### config.mk
export PLATFORM = sky130hd
export DESIGN_NAME = spwm_core
export DESIGN_NICKNAME = d
export VERILOG_FILES = /design/src/spwm_pkg.sv /design/src/spwm_core.sv /design/src/spwm_prescale.sv
export SDC_FILE = /design/constraint.sdc
export NUM_CORES = 1
export LEC_CHECK = 0
export BUFFER_PORTS_ARGS = -buffer_cell sky130_fd_sc_hd__clkbuf_2
export CAP_MARGIN = 40
export CELL_PAD_IN_SITES_DETAIL_PLACEMENT = 0
export CELL_PAD_IN_SITES_GLOBAL_PLACEMENT = 1
export CORE_MARGIN = 2
export CORE_UTILIZATION = 45
export CTS_BUF_LIST = sky130_fd_sc_hd__clkbuf_16
export DETAILED_ROUTE_END_ITERATION = 8
export PLACE_DENSITY = 0.84
export REMOVE_ABC_BUFFERS = 1
export SKIP_LAST_GASP = 1
export SYNTH_ARGS = -nofsm -noshare
export SYNTH_HDL_FRONTEND = slang
export SYNTH_SLANG_ARGS = --single-unit
export TNS_END_PERCENT = 50
### constraint.sdc
create_clock -name mclk_i -period 3.77 [get_ports mclk_i]
set_clock_uncertainty 0.2 [all_clocks]
set_input_delay 0 -clock mclk_i [delete_from_list [all_inputs] [get_ports mclk_i]]
set_output_delay 0 -clock mclk_i [all_outputs]
set_load 0.02 [all_outputs]
### src/spwm_pkg.sv
package spwm_pkg;
  localparam int PERIOD_W = 8;
  localparam int DUTY_W = 10;
  localparam int EXT_W = 2;
  localparam int MODE_W = 4;
  localparam int CTRL_W = 8;
  localparam int PSEL_W = 2;
  localparam logic [PSEL_W-1:0] PSEL_DIV1 = 2'h0;
  localparam logic [PSEL_W-1:0] PSEL_DIV4 = 2'h1;
  localparam logic [PSEL_W-1:0] PSEL_DIV16 = 2'h2;
  localparam int CTRL_DLSB_HI = 5;
  localparam int CTRL_DLSB_LO = 4;
  localparam int CTRL_MODE_HI = 3;
  localparam int CTRL_MODE_LO = 0;
  localparam logic [MODE_W-1:0] MODE_PWM = 4'hC;
  localparam logic [MODE_W-1:0] MODE_PWM_MASK = 4'hC;
  localparam logic [CTRL_W-1:0] CTRL_RST = 8'h00;
  localparam logic [PERIOD_W-1:0] LIMIT_RST = 8'hFF;
  localparam logic [PERIOD_W-1:0] DUTY_RST = 8'h00;
  localparam logic [PERIOD_W-1:0] COUNT_RST = 8'h00;
  localparam logic [PSEL_W-1:0] PSEL_RST = 2'h0;
  localparam int PHASE_COUNT = 4;
  localparam int PRE_W = 4;
endpackage : spwm_pkg

### src/spwm_core.sv
`timescale 1ns/10ps
// How it works
// (RULE_01) time base is counter plus two low bits
// (RULE_02) at 1:1 low bits are clock phase
// (RULE_03) period is (limit+1)*4*clock*prescale
// (RULE_04) after limit match: clear, set pin, reload; here the pin is set only when duty_next is nonzero
// (RULE_05) duty upper eight bits plus control bits 5:4
// (RULE_06) duty writes anytime, take effect next period
// (RULE_07) shadow read-only while pwm mode active
// (RULE_08) shadow and hidden latch double buffer duty
// (RULE_09) pin clears when time base equals duty
// (RULE_10) duty beyond period leaves pin unchanged
// (RULE_11) postscaler plays no part in pwm
// (RULE_12) prescale ratios one, four and sixteen
// (RULE_13) resolution is log2 of 4*(limit+1)
// (RULE_14) flag sets when counter reaches limit
// (RULE_15) software setup order with optional flag wait
// (RULE_16) sleep freezes everything, pin holds level
// (RULE_17) all timing derived from system clock
// (RULE_18) zero control register releases the pin
// (RULE_19) reset makes pin input, registers reset
// (RULE_20) only pwm mode code enables pwm logic
module spwm_core (
  input wire logic mclk_i,
  input wire logic reset_n_i,
  input wire logic sleep_i,
  input wire logic ctrl_we_i,
  input wire logic [spwm_pkg::CTRL_W-1:0] ctrl_wdata_i,
  input wire logic limit_we_i,
  input wire logic [spwm_pkg::PERIOD_W-1:0] limit_wdata_i,
  input wire logic duty_we_i,
  input wire logic [spwm_pkg::PERIOD_W-1:0] duty_wdata_i,
  input wire logic shadow_we_i,
  input wire logic [spwm_pkg::PERIOD_W-1:0] shadow_wdata_i,
  input wire logic tb_ctrl_we_i,
  input wire logic tb_run_i,
  input wire logic [spwm_pkg::PSEL_W-1:0] tb_psel_i,
  input wire logic flag_clr_i,
  input wire logic pin_dir_we_i,
  input wire logic pin_dir_i,
  output logic [spwm_pkg::CTRL_W-1:0] module_control_o,
  output logic [spwm_pkg::PERIOD_W-1:0] period_limit_o,
  output logic [spwm_pkg::PERIOD_W-1:0] duty_upper_bits_o,
  output logic [spwm_pkg::PERIOD_W-1:0] duty_shadow_o,
  output logic [spwm_pkg::PERIOD_W-1:0] period_counter_o,
  output logic timebase_run_o,
  output logic [spwm_pkg::PSEL_W-1:0] timebase_prescale_select_o,
  output logic period_match_flag_o,
  output logic pin_direction_o,
  output logic pwm_output_pin_o,
  output logic pwm_output_pin_oe_o
);
  import spwm_pkg::*;

  logic [CTRL_W-1:0] ctrl_r;
  logic [PERIOD_W-1:0] limit_r;
  logic [PERIOD_W-1:0] duty_r;
  logic [PERIOD_W-1:0] shadow_r;
  logic [EXT_W-1:0] latch_r;
  logic [PERIOD_W-1:0] count_r;
  logic run_r;
  logic [PSEL_W-1:0] psel_r;
  logic flag_r;
  logic dir_r;
  logic pin_r;
  logic oe_r;
  logic [EXT_W-1:0] ext;
  logic tick;
  logic active;
  logic awake;
  logic step;
  logic wrap;
  logic [DUTY_W-1:0] timebase;
  logic [DUTY_W-1:0] duty_active;
  logic [DUTY_W-1:0] duty_next;

  function automatic logic is_pwm(input logic [CTRL_W-1:0] c);
    is_pwm = ((c[CTRL_MODE_HI:CTRL_MODE_LO] & MODE_PWM_MASK) == MODE_PWM);
  endfunction : is_pwm

  assign awake = !sleep_i; // RULE_16
  assign active = is_pwm(ctrl_r); // RULE_20
  assign step = awake && run_r && tick; // RULE_17
  assign wrap = step && (ext == 2'h3);
  assign timebase = {count_r, ext}; // RULE_01
  assign duty_active = {shadow_r, latch_r}; // RULE_08
  assign duty_next = {duty_r, ctrl_r[CTRL_DLSB_HI:CTRL_DLSB_LO]}; // RULE_05

  // prescaler only; no postscaler in this path
  spwm_prescale u_pre ( // RULE_11
    .mclk_i(mclk_i),
    .reset_n_i(reset_n_i),
    .run_i(awake && run_r),
    .psel_i(psel_r),
    .ext_o(ext),
    .tick_o(tick)
  );

  always_ff @(posedge mclk_i or negedge reset_n_i) begin
    if (!reset_n_i) begin
      ctrl_r <= CTRL_RST; // RULE_19
      duty_r <= DUTY_RST;
      limit_r <= LIMIT_RST;
    end else if (awake) begin
      if (ctrl_we_i) begin
        ctrl_r <= ctrl_wdata_i; // RULE_06
      end
      if (duty_we_i) begin
        duty_r <= duty_wdata_i;
      end
      if (limit_we_i) begin
        limit_r <= limit_wdata_i;
      end
    end
  end

  always_ff @(posedge mclk_i or negedge reset_n_i) begin
    if (!reset_n_i) begin
      run_r <= 1'b0;
      psel_r <= PSEL_RST;
      dir_r <= 1'b1;
    end else if (awake) begin
      if (tb_ctrl_we_i) begin
        run_r <= tb_run_i;
        psel_r <= (tb_psel_i == 2'h3) ? PSEL_DIV16 : tb_psel_i; // RULE_12
      end
      if (pin_dir_we_i) begin
        dir_r <= pin_dir_i; // RULE_15
      end
    end
  end

  // period counter: (limit+1) counts of four quarter steps
  always_ff @(posedge mclk_i or negedge reset_n_i) begin
    if (!reset_n_i) begin
      count_r <= COUNT_RST;
    end else if (wrap) begin
      if (count_r == limit_r) begin
        count_r <= COUNT_RST; // RULE_04
      end else begin
        count_r <= count_r + 8'h01; // RULE_03
      end
    end
  end

  // shadow reload at period end, protected in pwm mode
  always_ff @(posedge mclk_i or negedge reset_n_i) begin
    if (!reset_n_i) begin
      shadow_r <= DUTY_RST;
      latch_r <= '0;
    end else if (awake) begin
      if (wrap && (count_r == limit_r)) begin
        shadow_r <= duty_next[DUTY_W-1:EXT_W]; // RULE_06
        latch_r <= duty_next[EXT_W-1:0];
      end else if (shadow_we_i && !active) begin
        shadow_r <= shadow_wdata_i; // RULE_07
      end
    end
  end

  // flag: set wins over clear
  always_ff @(posedge mclk_i or negedge reset_n_i) begin
    if (!reset_n_i) begin
      flag_r <= 1'b0;
    end else if (wrap && (count_r == limit_r)) begin
      flag_r <= 1'b1; // RULE_14
    end else if (flag_clr_i && awake) begin
      flag_r <= 1'b0;
    end
  end

  // output level: set at period start unless the duty is zero, clear on duty match
  always_ff @(posedge mclk_i or negedge reset_n_i) begin
    if (!reset_n_i) begin
      pin_r <= 1'b0;
    end else if (!active) begin
      pin_r <= 1'b0;
    end else if (wrap && (count_r == limit_r)) begin
      pin_r <= (duty_next != '0); // RULE_04
    end else if (step && (timebase + 10'h001 == duty_active)) begin
      pin_r <= 1'b0; // RULE_09
    end
  end
  // a duty above 4*(limit+1)-1 is never matched, so the pin stays set (RULE_10, RULE_13)

  always_ff @(posedge mclk_i or negedge reset_n_i) begin
    if (!reset_n_i) begin
      oe_r <= 1'b0; // RULE_19
    end else if (awake) begin
      oe_r <= active && !dir_r && (ctrl_r != '0); // RULE_18
    end
  end

  always_ff @(posedge mclk_i or negedge reset_n_i) begin
    if (!reset_n_i) begin
      module_control_o <= CTRL_RST;
      period_limit_o <= LIMIT_RST;
      duty_upper_bits_o <= DUTY_RST;
      duty_shadow_o <= DUTY_RST;
      period_counter_o <= COUNT_RST;
      timebase_run_o <= 1'b0;
      timebase_prescale_select_o <= PSEL_RST;
      period_match_flag_o <= 1'b0;
      pin_direction_o <= 1'b1;
    end else begin
      module_control_o <= ctrl_r;
      period_limit_o <= limit_r;
      duty_upper_bits_o <= duty_r;
      duty_shadow_o <= shadow_r;
      period_counter_o <= count_r;
      timebase_run_o <= run_r;
      timebase_prescale_select_o <= psel_r;
      period_match_flag_o <= flag_r;
      pin_direction_o <= dir_r;
    end
  end

  assign pwm_output_pin_o = pin_r;
  assign pwm_output_pin_oe_o = oe_r;
endmodule : spwm_core

### src/spwm_prescale.sv
`timescale 1ns/10ps
module spwm_prescale (
  input wire logic mclk_i,
  input wire logic reset_n_i,
  input wire logic run_i,
  input wire logic [spwm_pkg::PSEL_W-1:0] psel_i,
  output logic [spwm_pkg::EXT_W-1:0] ext_o,
  output logic tick_o
);
  import spwm_pkg::*;
  logic [PRE_W-1:0] pre_r;
  logic [PRE_W-1:0] pre_nxt;
  logic [EXT_W-1:0] phase_r;

  // divider: 1, 4 or 16 clocks per quarter step
  always_comb begin
    pre_nxt = pre_r + 4'h1;
    case (psel_i)
      PSEL_DIV1: tick_o = 1'b1;
      PSEL_DIV4: tick_o = (pre_r[1:0] == 2'h3);
      default: tick_o = (pre_r == 4'hF); // RULE_12
    endcase
  end

  always_ff @(posedge mclk_i or negedge reset_n_i) begin
    if (!reset_n_i) begin
      pre_r <= '0;
    end else if (run_i) begin
      pre_r <= pre_nxt;
    end
  end

  // clock phase counter used at 1:1
  always_ff @(posedge mclk_i or negedge reset_n_i) begin
    if (!reset_n_i) begin
      phase_r <= '0;
    end else if (run_i && tick_o) begin
      phase_r <= phase_r + 2'h1;
    end
  end

  // extension bits: tick phase counter at every ratio, not prescaler bits
  always_comb begin
    case (psel_i)
      PSEL_DIV1: ext_o = phase_r; // RULE_02
      PSEL_DIV4: ext_o = phase_r;
      default: ext_o = phase_r; // RULE_01
    endcase
  end
endmodule : spwm_prescale

==> impl_metrics.json, run 1 <==
{
  "fin_crit_sh_pct": 83.01,
  "hp-class": "in -> reg",
  "grt_max_degree": 70,
  "tightest_slew_ns": 0.8769,
  "grt_pass1_wl_um": 13370,
  "dr.pass1.iters": 4,
  "min_period_ns": 3.130,
  "synth-edff-count": 0,
  "postCtsSetupBuffers": 0,
  "detailedPlace.worstSlack_ns": 0.8927,
  "layout.nets": 461,
  "cts_max_level": 3,
  "io_buffer_count": 92,
  "async_reset_ff_share_pct": 100.0,
  "dp_cells": 464,
  "grt_pass1_vias": 2740,
  "path_max_fanout": 17,
  "antenna_cells": 0,
  "maxCapViolations": 0,
  "cts_buffers": 9,
  "cp-end-kind": "flop",
  "setup_slack_ns": 0.6405,
  "worstSkewPairLatency_ns": 0.34,
  "max-slew-margin-rel_pct": 41.54,
  "postSynthAreaPerCell_um2": 14.41,
  "hold_viol": 0,
  "syn_inst": 275,
  "ys_types": 51,
  "slew_violations": 0,
  "fp-row-count": 34,
  "syn2layout_area_growth_pct": 32.52,
  "synth_seq_area_share_pct": 63.72,
  "io_pins": 93,
  "path_clk_slew_ns": 0.07,
  "drc": 0,
  "wirelength_um": 8008,
  "register_area_mm2": 0.002525,
  "crit_path_start_kind": "flop",
  "hpwl_um": 5300,
  "die_h_um": 97.84,
  "p_per_area_mw_per_mm2": 561.4,
  "first_iter_violations": 94,
  "dieWidth_um": 97.84,
  "status": "completed",
  "cts_sinks": 100,
  "vias": 2614,
  "ys.flop_type": "dfrtp_1",
  "synth-seq-cells": 100,
  "cp_data_arrival_time_ns": 3.14,
  "cts_tree": "done",
  "multiInputGateArea_mm2": 0.001340,
  "fp.coreArea_mm2": 0.008636,
  "antenna_found_initial": 0,
  "nFillCells": 719,
  "cts_root_buf": "clkbuf_16",
  "drtAntennaViolNets": 0,
  "drive_gt1_share_pct": 41.25,
  "yosys_warnings": 0,
  "via_per_inst": 4.979,
  "final.setup.tns_ns": 0,
  "fmax_mhz": 319.5,
  "dieArea_mm2": 0.009573,
  "grt.overflow.total": 0,
  "wire_per_inst_um": 15.25,
  "power_mw": 2.948,
  "path_class": "reg -> reg",
  "start_util_pct": 45.89,
  "cts_buffer_depth": 2,
  "final_cells": 525,
  "gp_congestion": 0.8700,
  "syn_area_mm2": 0.003963,
  "ir_drop_mv": 0.3105,
  "setup_viol": 0,
  "p_leak_nw": 2.465,
  "rsz0062_at_grt": "false",
  "crit_required_ns": 3.78,
  "grt_usage_pct": 17.73
}
==> placed cells by master, fill, tap and decap left out, drive strengths merged, types with 7 or more instances in the layout <==
| cell type | Yosys | final |
|---|---|---|
| dlygate4sd3 | 0 | 45 |
| dfrtp | 82 | 82 |
| xnor2 | 9 | 9 |
| xor2 | 17 | 17 |
| mux2 | 45 | 45 |
| o21ai | 9 | 9 |
| dfstp | 18 | 18 |
| nor2 | 11 | 11 |
| nand2 | 8 | 8 |
| inv | 6 | 7 |
| clkbuf | 3 | 100 |
==> report_power, final <==
| group | leakage, nW | internal (mW) | switching, mW |
|---|---|---|---|
| Combinational | 1.11 | 0.275 | 0.304 |
| Clock | 0.158 | 0.573 | 0.372 |
| Sequential | 1.20 | 1.28 | 0.150 |
==> logic make-up (layout without fill, tap and decap cells) <==
logic type	count (synthesis)	in the layout	share of synthesized area, %
muxes	48	48	13.64
DFF	100	100	63.72
adders and majority gates	3	3	0.9474
AOI/OAI and AO/OA	29	29	5.716
and+or+nand+nor	51	51	7.768
xor gates and xnor gates	26	26	5.747
buffers and inverters	18	160	2.463
==> registers in the layout, indices dropped and copies added, names as in the netlist, 2 cells and up <==
name,cells
count_r,8
ctrl_r,8
duty_r,8
duty_shadow_o,8
duty_upper_bits_o,8
latch_r,2
limit_r,8
module_control_o,8
period_counter_o,8
period_limit_o,8
psel_r,2
shadow_r,8
timebase_prescale_select_o,2
u_pre.ext_o,2
u_pre.pre_r,4
==> worst paths after layout <==
path                                   startpoint                            end  slack [ns]  cells after the start
hold reg to reg             ctrl_r[6]$_DFFE_PN0P_  module_control_o[6]$_DFF_PN0_        0.17                      0
min in group asynchronous               reset_n_i          ctrl_r[4]$_DFFE_PN0P_        0.11                      2
setup / recovery           count_r[5]$_DFFE_PN0N_        shadow_r[5]$_DFFE_PN0P_        0.64                      6
setup reg to reg           count_r[5]$_DFFE_PN0N_        shadow_r[5]$_DFFE_PN0P_        0.64                      6
max in group asynchronous               reset_n_i         limit_r[4]$_DFFE_PN1P_        2.29                      3
hold / removal                        shadow_we_i        shadow_r[3]$_DFFE_PN0P_       0.003                      3
==> layout make-up <==
class                           instances  area share, %
Clock buffer                            9          4.289
Clock inverter                          7          1.573
Inverter                                6         0.4289
Multi-Input combinational cell        157          25.52
Sequential cell                       100          48.08
Tap cell                              108          2.573
Timing Repair Buffer                  138          17.54
==> routing by layer <==
| layer | track usage [%] | up-vias | routed length (µm) |
|---|---|---|---|
| met3 | 5.941 | 6 | 454 |
| met4 | 5.128 | 0 | 67 |
| met2 | 28.87 | 67 | 4032 |
| li1 | - | 1233 | - |
| met1 | 22.79 | 1308 | 3454 |
| met5 | 0 | - | 0 |
==> metrics by stage <==
step | hold WS, ns | area (µm²) | util (%)
after CTS | 0.004650 | 5251 | 60.81
final | 0.003297 | 5251 | 60.81
after global placement | -0.04279 | 4493 | 52.03
after detailed placement | -0.04523 | 4493 | 52.03
after global routing | 0.02312 | 5251 | 60.81
after floorplan | -0.4956 | 3887 | -
==> worst max-delay path: stages (launching register included) <==
cell and delay, ns:
dfrtp_1 0.48, xor2_1 0.21, nor4_2 0.38, and3b_1 0.80
mux2i_1 0.29, mux2i_1 0.09, dlygate4sd3_1 0.57
==> Yosys cell counts, drive strengths merged, types with 2 or more instances <==
master | n | area, µm²
dfrtp | 82 | 2052
a31o | 2 | 17.52
clkbuf | 3 | 11.26
inv | 6 | 22.52
dfstp | 18 | 473.0
nor2 | 11 | 41.29
nor4 | 3 | 31.28
nor3 | 3 | 15.01
mux2 | 45 | 510.5
a22o | 3 | 26.28
buf | 9 | 63.81
nand2 | 8 | 30.03
mux2i | 3 | 30.03
xor2 | 17 | 148.9
nor2b | 2 | 15.02
and3 | 3 | 18.77
xnor2 | 9 | 78.83
nand4 | 4 | 40.04
nand3 | 4 | 20.02
ha | 3 | 37.54
o21ai | 9 | 45.04
and2b | 4 | 30.03
or4 | 2 | 15.01
==> what timing repair did <==
item	in CTS	in global routing
endpoints found under the setup margin	0	0
resized for setup	0	0
endpoints found under the hold margin	99	0
hold buffers	45	0
Power figures use the tool's default switching activity.
==> inputs of run 2 (changes only) <==
--- a/config.mk
+++ b/config.mk
@@ -5,15 +5,16 @@
 export SDC_FILE = /design/constraint.sdc
 export NUM_CORES = 1
 export LEC_CHECK = 0
+export ABC_AREA = 1
 export BUFFER_PORTS_ARGS = -buffer_cell sky130_fd_sc_hd__clkbuf_2
 export CAP_MARGIN = 40
 export CELL_PAD_IN_SITES_DETAIL_PLACEMENT = 0
 export CELL_PAD_IN_SITES_GLOBAL_PLACEMENT = 1
 export CORE_MARGIN = 2
-export CORE_UTILIZATION = 45
+export CORE_UTILIZATION = 41
 export CTS_BUF_LIST = sky130_fd_sc_hd__clkbuf_16
 export DETAILED_ROUTE_END_ITERATION = 8
-export PLACE_DENSITY = 0.84
+export PLACE_DENSITY = 0.81
 export REMOVE_ABC_BUFFERS = 1
 export SKIP_LAST_GASP = 1
 export SYNTH_ARGS = -nofsm -noshare
==> constraint.sdc (replaced) <==
create_clock -name mclk_i -period 3.02 [get_ports mclk_i]
set_clock_uncertainty 0.2 [all_clocks]
set_input_delay 0 -clock mclk_i [delete_from_list [all_inputs] [get_ports mclk_i]]
set_output_delay 0 -clock mclk_i [all_outputs]
set_load 0.02 [all_outputs]
==> run 2 against run 1 <==
Against the previous run:
- via count grew 17%
- clock power increased by 31%
- synthesized cell count rose by 38%
- combinational power up 80%
- power rose by 40%
- worst setup slack got worse by 0.28 ns
- critical path type unchanged
- critical endpoint is now shadow_r[0]$_DFFE_PN0P_
==> impl_metrics.json, run 2 <==
{
  "grt_pass1_wl_um": 14580,
  "setup_slack_ns": 0.3569,
  "cts_root_buf": "clkbuf_16",
  "p_per_area_mw_per_mm2": 745.6,
  "ir_drop_mv": 0.3527,
  "synthTopCellsByArea": "dfrtp_1 51%, dfstp_2 12%, nand2_1 7.7%",
  "dieWidth_um": 103.2,
  "fp.coreArea_mm2": 0.009639,
  "hp-class": "in -> async",
  "fp-row-count": 36,
  "min_period_ns": 2.663,
  "antenna_found_initial": 0,
  "cts_buffers": 9,
  "hold_slack_ns": 0.001477,
  "slowest_stage": "dlygate4sd3_1",
  "ys_types": 33,
  "wire_per_inst_um": 13.05,
  "detailedPlace.worstSlack_ns": 0.9379,
  "hold_viol": 0,
  "synth_top_family_by_area": "simple AND/OR/NAND/NOR gates",
  "drtAntennaViolNets": 0,
  "dr.pass1.iters": 4,
  "cp_data_arrival_time_ns": 2.74,
  "tightest_slew_ns": 0.4291,
  "grt_max_degree": 36,
  "grt_usage_pct": 18.04,
  "fmax_mhz": 375.5,
  "final_cell_mix": "91 x clkbuf_2, 83 x nand2_1, 82 x dfrtp_1, 57 x dlygate4sd3_1, 44 x inv_1",
  "final.setup.tns_ns": 0,
  "drive_gt1_share_pct": 30.88,
  "cp_common_cell": "nand2_4",
  "yosysTopAreaCellShare_pct": 50.87,
  "setup_viol": 0,
  "cts_sinks": 100,
  "ctsHoldBuffers": 58,
  "async_reset_ff_share_pct": 100.0,
  "synthMuxAreaShare_pct": 6.141,
  "postSynthAreaPerCell_um2": 10.62,
  "yosysMostFrequentCell": "nand2_1",
  "gp_congestion": 0.8245,
  "first_iter_violations": 69,
  "postCtsSetupBuffers": 0,
  "hpwl_um": 6095,
  "syn_area_mm2": 0.004034,
  "synth_common_cells": "83 x nand2_1, 82 x dfrtp_1, 44 x inv_1",
  "synth-seq-cells": 100,
  "antenna_cells": 0,
  "grt_pass1_vias": 3059,
  "dieArea_mm2": 0.01065,
  "max-slew-margin-rel_pct": 71.39,
  "path_clk_slew_ns": 0.07,
  "mostFrequentLayoutCell": "clkbuf_2",
  "maxCapViolations": 0,
  "io_pins": 93,
  "worst_path_largest_cell_delay_ns": 0.57,
  "yosysTopAreaCell": "dfrtp_1",
  "cp-end-kind": "flop",
  "synthAdderAreaFrac_pct": 0.9305,
  "die_h_um": 103.2,
  "cts_resized": 0,
  "io_buffer_count": 92,
  "status": "completed",
  "worstSkewPairLatency_ns": 0.34,
  "crit_path_start_kind": "flop",
  "path_class": "reg -> reg",
  "grt.overflow.total": 0,
  "synth-edff-count": 0,
  "cts_max_level": 3,
  "synth_seq_area_share_pct": 62.59,
  "cts_tree": "done",
  "wirelength_um": 8836,
  "synth_compound_area_share_pct": 6.141,
  "fin_crit_sh_pct": 88.18,
  "synthSimpleGateAreaFrac_pct": 15.97,
  "synth_xor_area_share_pct": 2.823,
  "p_leak_nw": 2.759,
  "ys.flop_type": "dfrtp_1",
  "crit_required_ns": 3.10,
  "rsz0062_at_grt": "false",
  "yosys_warnings": 0,
  "slew_violations": 0,
  "vias": 3063,
  "syn_inst": 380,
  "start_util_pct": 41.85,
  "path_max_fanout": 28,
  "cts_buffer_depth": 2,
  "drc": 0,
  "layout.nets": 588,
  "path_cells": "or2_1 -> a21oi_2 -> nand2_1 -> nor2_2 -> nand2_4 -> nand2_4 -> nor2_1 -> a21oi_1 -> dlygate4sd3_1",
  "via_per_inst": 4.524,
  "syn2layout_area_growth_pct": 37.59
}
run 2: final timing paths:
check / startpoint / to / slack (ns) / depth (start not counted)
setup / recovery: count_r[1]$_DFFE_PN0N_ / shadow_r[0]$_DFFE_PN0P_ / 0.36 / 9
hold / removal: reset_n_i / pin_direction_o$_DFF_PN1_ / 0.001 / 2
setup reg to reg: count_r[1]$_DFFE_PN0N_ / shadow_r[0]$_DFFE_PN0P_ / 0.36 / 9
hold reg to reg: dir_r$_DFFE_PN1P_ / pin_direction_o$_DFF_PN1_ / 0.18 / 0
max in group asynchronous: reset_n_i / period_limit_o[2]$_DFF_PN1_ / 2.17 / 3
min in group mclk_i: duty_we_i / duty_r[3]$_DFFE_PN0P_ / 0.02 / 3
run 2: cell families (layout without fill, tap and decap cells):
kind of cell,after synthesis,after routing
buf+inv,50,214
flops,100,100
simple gates,148,148
xor+xnor,13,13
compound gates,44,44
fa+ha+maj,3,3
mux,22,22
run 2: worst max-delay path: cells and delay by family, from the launching register on:
family                 cells  cell delay [ns]
AOI/OAI and AO/OA          2             0.31
DFF                        1             0.46
buffers and inverters      1             0.57
and+or+nand+nor            6             1.04
run 2: metrics by stage:
step	power (mW)	area (µm²)	std cells	util [%]
after floorplan	2.499	3991	376	-
after global placement	2.825	4636	603	48.09
after detailed placement	2.851	4636	603	48.09
after CTS	4.179	5550	677	57.58
after global routing	4.413	5550	677	57.58
final	4.139	5550	677	57.58
run 2: area by class of cell:
cell class	count	area [µm²]
fillers	844	4089
flip-flops and latches	100	2525
repair buffers	152	1069
clock inverters	7	98.84
clock buffers	9	225.2
well taps	133	166.4
multi-input cells	230	1291
inverters	46	175.2
run 2: report_power, final:
part | internal (mW) | switching, mW
Combinational | 0.434 | 0.604
Sequential | 1.63 | 0.229
Clock | 0.732 | 0.508
Total | 2.80 | 1.34
run 2: layer usage:
layer | wire (µm) | share of wire (%) | global-route usage, %
met4 | 158 | 1.8 | 6.478
met1 | 3914 | 44 | 23.22
met2 | 4337 | 49 | 30.52
met3 | 426 | 4.8 | 3.562
met5 | 0 | 0 | 0
==> inputs of run 3 (changes only) <==
--- a/config.mk
+++ b/config.mk
@@ -13,11 +13,13 @@
 export CORE_MARGIN = 2
 export CORE_UTILIZATION = 41
 export CTS_BUF_LIST = sky130_fd_sc_hd__clkbuf_16
+export CTS_CLUSTER_SIZE = 20
 export DETAILED_ROUTE_END_ITERATION = 8
 export PLACE_DENSITY = 0.81
 export REMOVE_ABC_BUFFERS = 1
 export SKIP_LAST_GASP = 1
 export SYNTH_ARGS = -nofsm -noshare
 export SYNTH_HDL_FRONTEND = slang
+export SYNTH_HIERARCHICAL = 1
 export SYNTH_SLANG_ARGS = --single-unit
 export TNS_END_PERCENT = 50
==> run 3 against run 2 <==
Against the previous run:
- clock-buffer cell count unchanged
- synthesized area decreased by 0.28%
- critical endpoint is now shadow_r[1]$_DFFE_PN0P_
- sequential share of layout area down 0.21 points
- highest routed layer unchanged
- first-iteration DRC count shrank 8.7%
- maximum frequency decreased by 6.7%
- die area down 0.27%
- sequential cell count unchanged
- via count rose by 1.2%
- hold slack improved by 0.0012 ns
- sequential power barely moved
==> impl_metrics.json, run 3 <==
{
  "status": "completed",
  "path_class": "reg -> reg",
  "final.setup.tns_ns": 0,
  "yosysTopAreaCellShare_pct": 51.01,
  "slew_violations": 0,
  "io_pins": 93,
  "via_per_inst": 4.578,
  "synthTopCellsByArea": "dfrtp_1 51%, dfstp_2 12%, nand2_1 6.8%",
  "grt_usage_pct": 17.83,
  "p_per_area_mw_per_mm2": 716.4,
  "cp_top_family": "buffers and inverters",
  "path_clk_slew_ns": 0.07,
  "cp-end-kind": "flop",
  "cts_buffers": 9,
  "path_max_fanout": 7,
  "yosys_warnings": 6,
  "synth-edff-count": 0,
  "io_buffer_count": 92,
  "hp-class": "in -> reg",
  "drive_gt1_share_pct": 30.51,
  "syn_area_mm2": 0.004023,
  "ys.flop_type": "dfrtp_1",
  "dp_cells": 599,
  "fin_crit_sh_pct": 94.53,
  "vias": 3099,
  "critPathBufInv": 5,
  "hpwl_um": 5846,
  "yosysTopAreaCell": "dfrtp_1",
  "hold_viol": 0,
  "grt.overflow.total": 0,
  "antenna_cells": 0,
  "grt_max_degree": 50,
  "p_leak_nw": 2.720,
  "synth-seq-cells": 100,
  "dr.pass1.iters": 4,
  "syn2layout_area_growth_pct": 38.63,
  "maxCapViolations": 0,
  "layout.nets": 588,
  "crit_path_start_kind": "flop",
  "yosysMostFrequentCell": "dfrtp_1",
  "dieArea_mm2": 0.01062,
  "wire_per_inst_um": 13.14,
  "synth_seq_area_share_pct": 62.77,
  "cts_root_buf": "clkbuf_16",
  "tightest_slew_ns": 0.7762,
  "final_cell_mix": "91 x clkbuf_2, 82 x dfrtp_1, 73 x nand2_1, 57 x dlygate4sd3_1, 40 x inv_1",
  "first_iter_violations": 63,
  "fp.coreArea_mm2": 0.009639,
  "grt_pass1_vias": 3158,
  "async_reset_ff_share_pct": 100.0,
  "die_h_um": 103.1,
  "ys_types": 36,
  "max-slew-margin-rel_pct": 48.08,
  "dieWidth_um": 103.1,
  "cts_buffer_depth": 2,
  "nFillCells": 831,
  "cts_sinks": 100,
  "worst_path_largest_cell_delay_ns": 0.56,
  "grt_pass1_wl_um": 14590,
  "synth_common_cells": "82 x dfrtp_1, 73 x nand2_1, 40 x inv_1",
  "min_period_ns": 2.855,
  "cts_tree": "done",
  "worstSkewPairLatency_ns": 0.34,
  "postSynthAreaPerCell_um2": 10.64,
  "syn_inst": 378,
  "final_cells": 677,
  "cts_max_level": 3,
  "fp-row-count": 36,
  "rsz0062_at_grt": "false",
  "gp_congestion": 0.8270,
  "slowest_stage": "dlygate4sd3_1",
  "ir_drop_mv": 0.3343,
  "crit_required_ns": 3.04,
  "cp_common_cell": "nand2_1",
  "path_cells": "ha_2 -> inv_1 -> nand2_1 -> nand2_1 -> nand2_2 -> inv_1 -> nor2_4 -> inv_4 -> nor2_4 -> nand3_4 -> nor2_8 -> buf_4 -> nand2_1 -> o21ai_1 -> a21oi_1 -> dlygate4sd3_1",
  "wirelength_um": 8899,
  "antenna_found_initial": 0,
  "power_mw": 3.995,
  "start_util_pct": 41.73,
  "cp_data_arrival_time_ns": 2.88,
  "drtAntennaViolNets": 0,
  "fmax_mhz": 350.3,
  "drc": 0,
  "mostFrequentLayoutCell": "clkbuf_2",
  "setup_viol": 0
}
==> run 3: changes by cell type in the layout (fill, tap and decap cells not counted), moves of 4 or more <==
cell	change
inv_1	-4
mux2_2	-8
nand2_1	-10
nand3_1	+11
o21ai_0	-4
==> run 3: tightest hold or removal path, delay by kind of cell <==
family / cells / cell delay (ns)
buffers and inverters: 1 / 0.08
AO/OA/AOI/OAI: 1 / 0.14
AND/OR/NAND/NOR: 1 / 0.32
==> run 3: power by group <==
| group | switching, mW | internal, mW | total, mW |
|---|---|---|---|
| Clock | 0.546 | 0.589 | 1.13 |
| Combinational | 0.588 | 0.440 | 1.03 |
| Sequential | 0.219 | 1.61 | 1.83 |
| Total | 1.35 | 2.64 | 3.99 |
==> run 3: cell families after synthesis <==
group | Yosys count | synth area share (%)
simple gates | 148 | 16.70
flops | 100 | 62.77
buf+inv | 49 | 5.194
compound gates | 46 | 6.408
xor+xnor | 17 | 3.701
mux | 15 | 4.292
fa+ha+maj | 3 | 0.9332
==> run 3: routing by layer <==
metal	up-vias	routed length, µm	track usage, %
met5	-	0	0
met4	0	65	4.453
met3	6	502	5.559
met2	88	4449	31.22
met1	1471	3881	21.45
li1	1534	-	-
==> run 3: layout make-up <==
class | count | area, µm² | share of cell area [%]
flip-flops and latches | 100 | 2525 | 45.28
multi-input cells | 230 | 1311 | 23.51
repair buffers | 155 | 1102 | 19.77
clock buffers | 9 | 225.2 | 4.039
inverters | 43 | 167.7 | 3.007
well taps | 133 | 166.4 | 2.984
clock inverters | 7 | 78.83 | 1.414
==> run 3: final timing paths <==
kind	slack [ns]	cells past startpoint	endpoint	from
hold reg to reg	0.18	0	module_control_o[1]$_DFF_PN0_	ctrl_r[1]$_DFFE_PN0P_
hold / removal	0.003	3	limit_r[1]$_DFFE_PN1P_	limit_we_i
setup reg to reg	0.17	16	shadow_r[1]$_DFFE_PN0P_	u_pre/pre_r[0]$_DFFE_PN0P_
setup / recovery	0.17	16	shadow_r[1]$_DFFE_PN0P_	u_pre/pre_r[0]$_DFFE_PN0P_
max in group asynchronous	1.32	3	period_counter_o[2]$_DFF_PN0_	reset_n_i
min in group asynchronous	0.10	2	limit_r[1]$_DFFE_PN1P_	reset_n_i
==> run 3: stage by stage <==
step	hold WS, ns	area [µm²]	utilization (%)	setup slack, ns
after CTS	0.02903	5518	57.24	0.07940
final	0.002703	5577	57.85	0.1651
after detailed placement	-0.2333	4643	48.17	0.6278
after floorplan	-0.4956	3979	-	0.9015
after global routing	0.05533	5577	57.85	0.002969
after global placement	-0.02663	4616	47.88	0.7526
==> run 3: what timing repair did <==
item,CTS,global route
gates resized for setup,0,5
hold buffers,57,0
buffers inserted,0,3
endpoints found under the setup margin,0,8
hold endpoints to repair,114,0
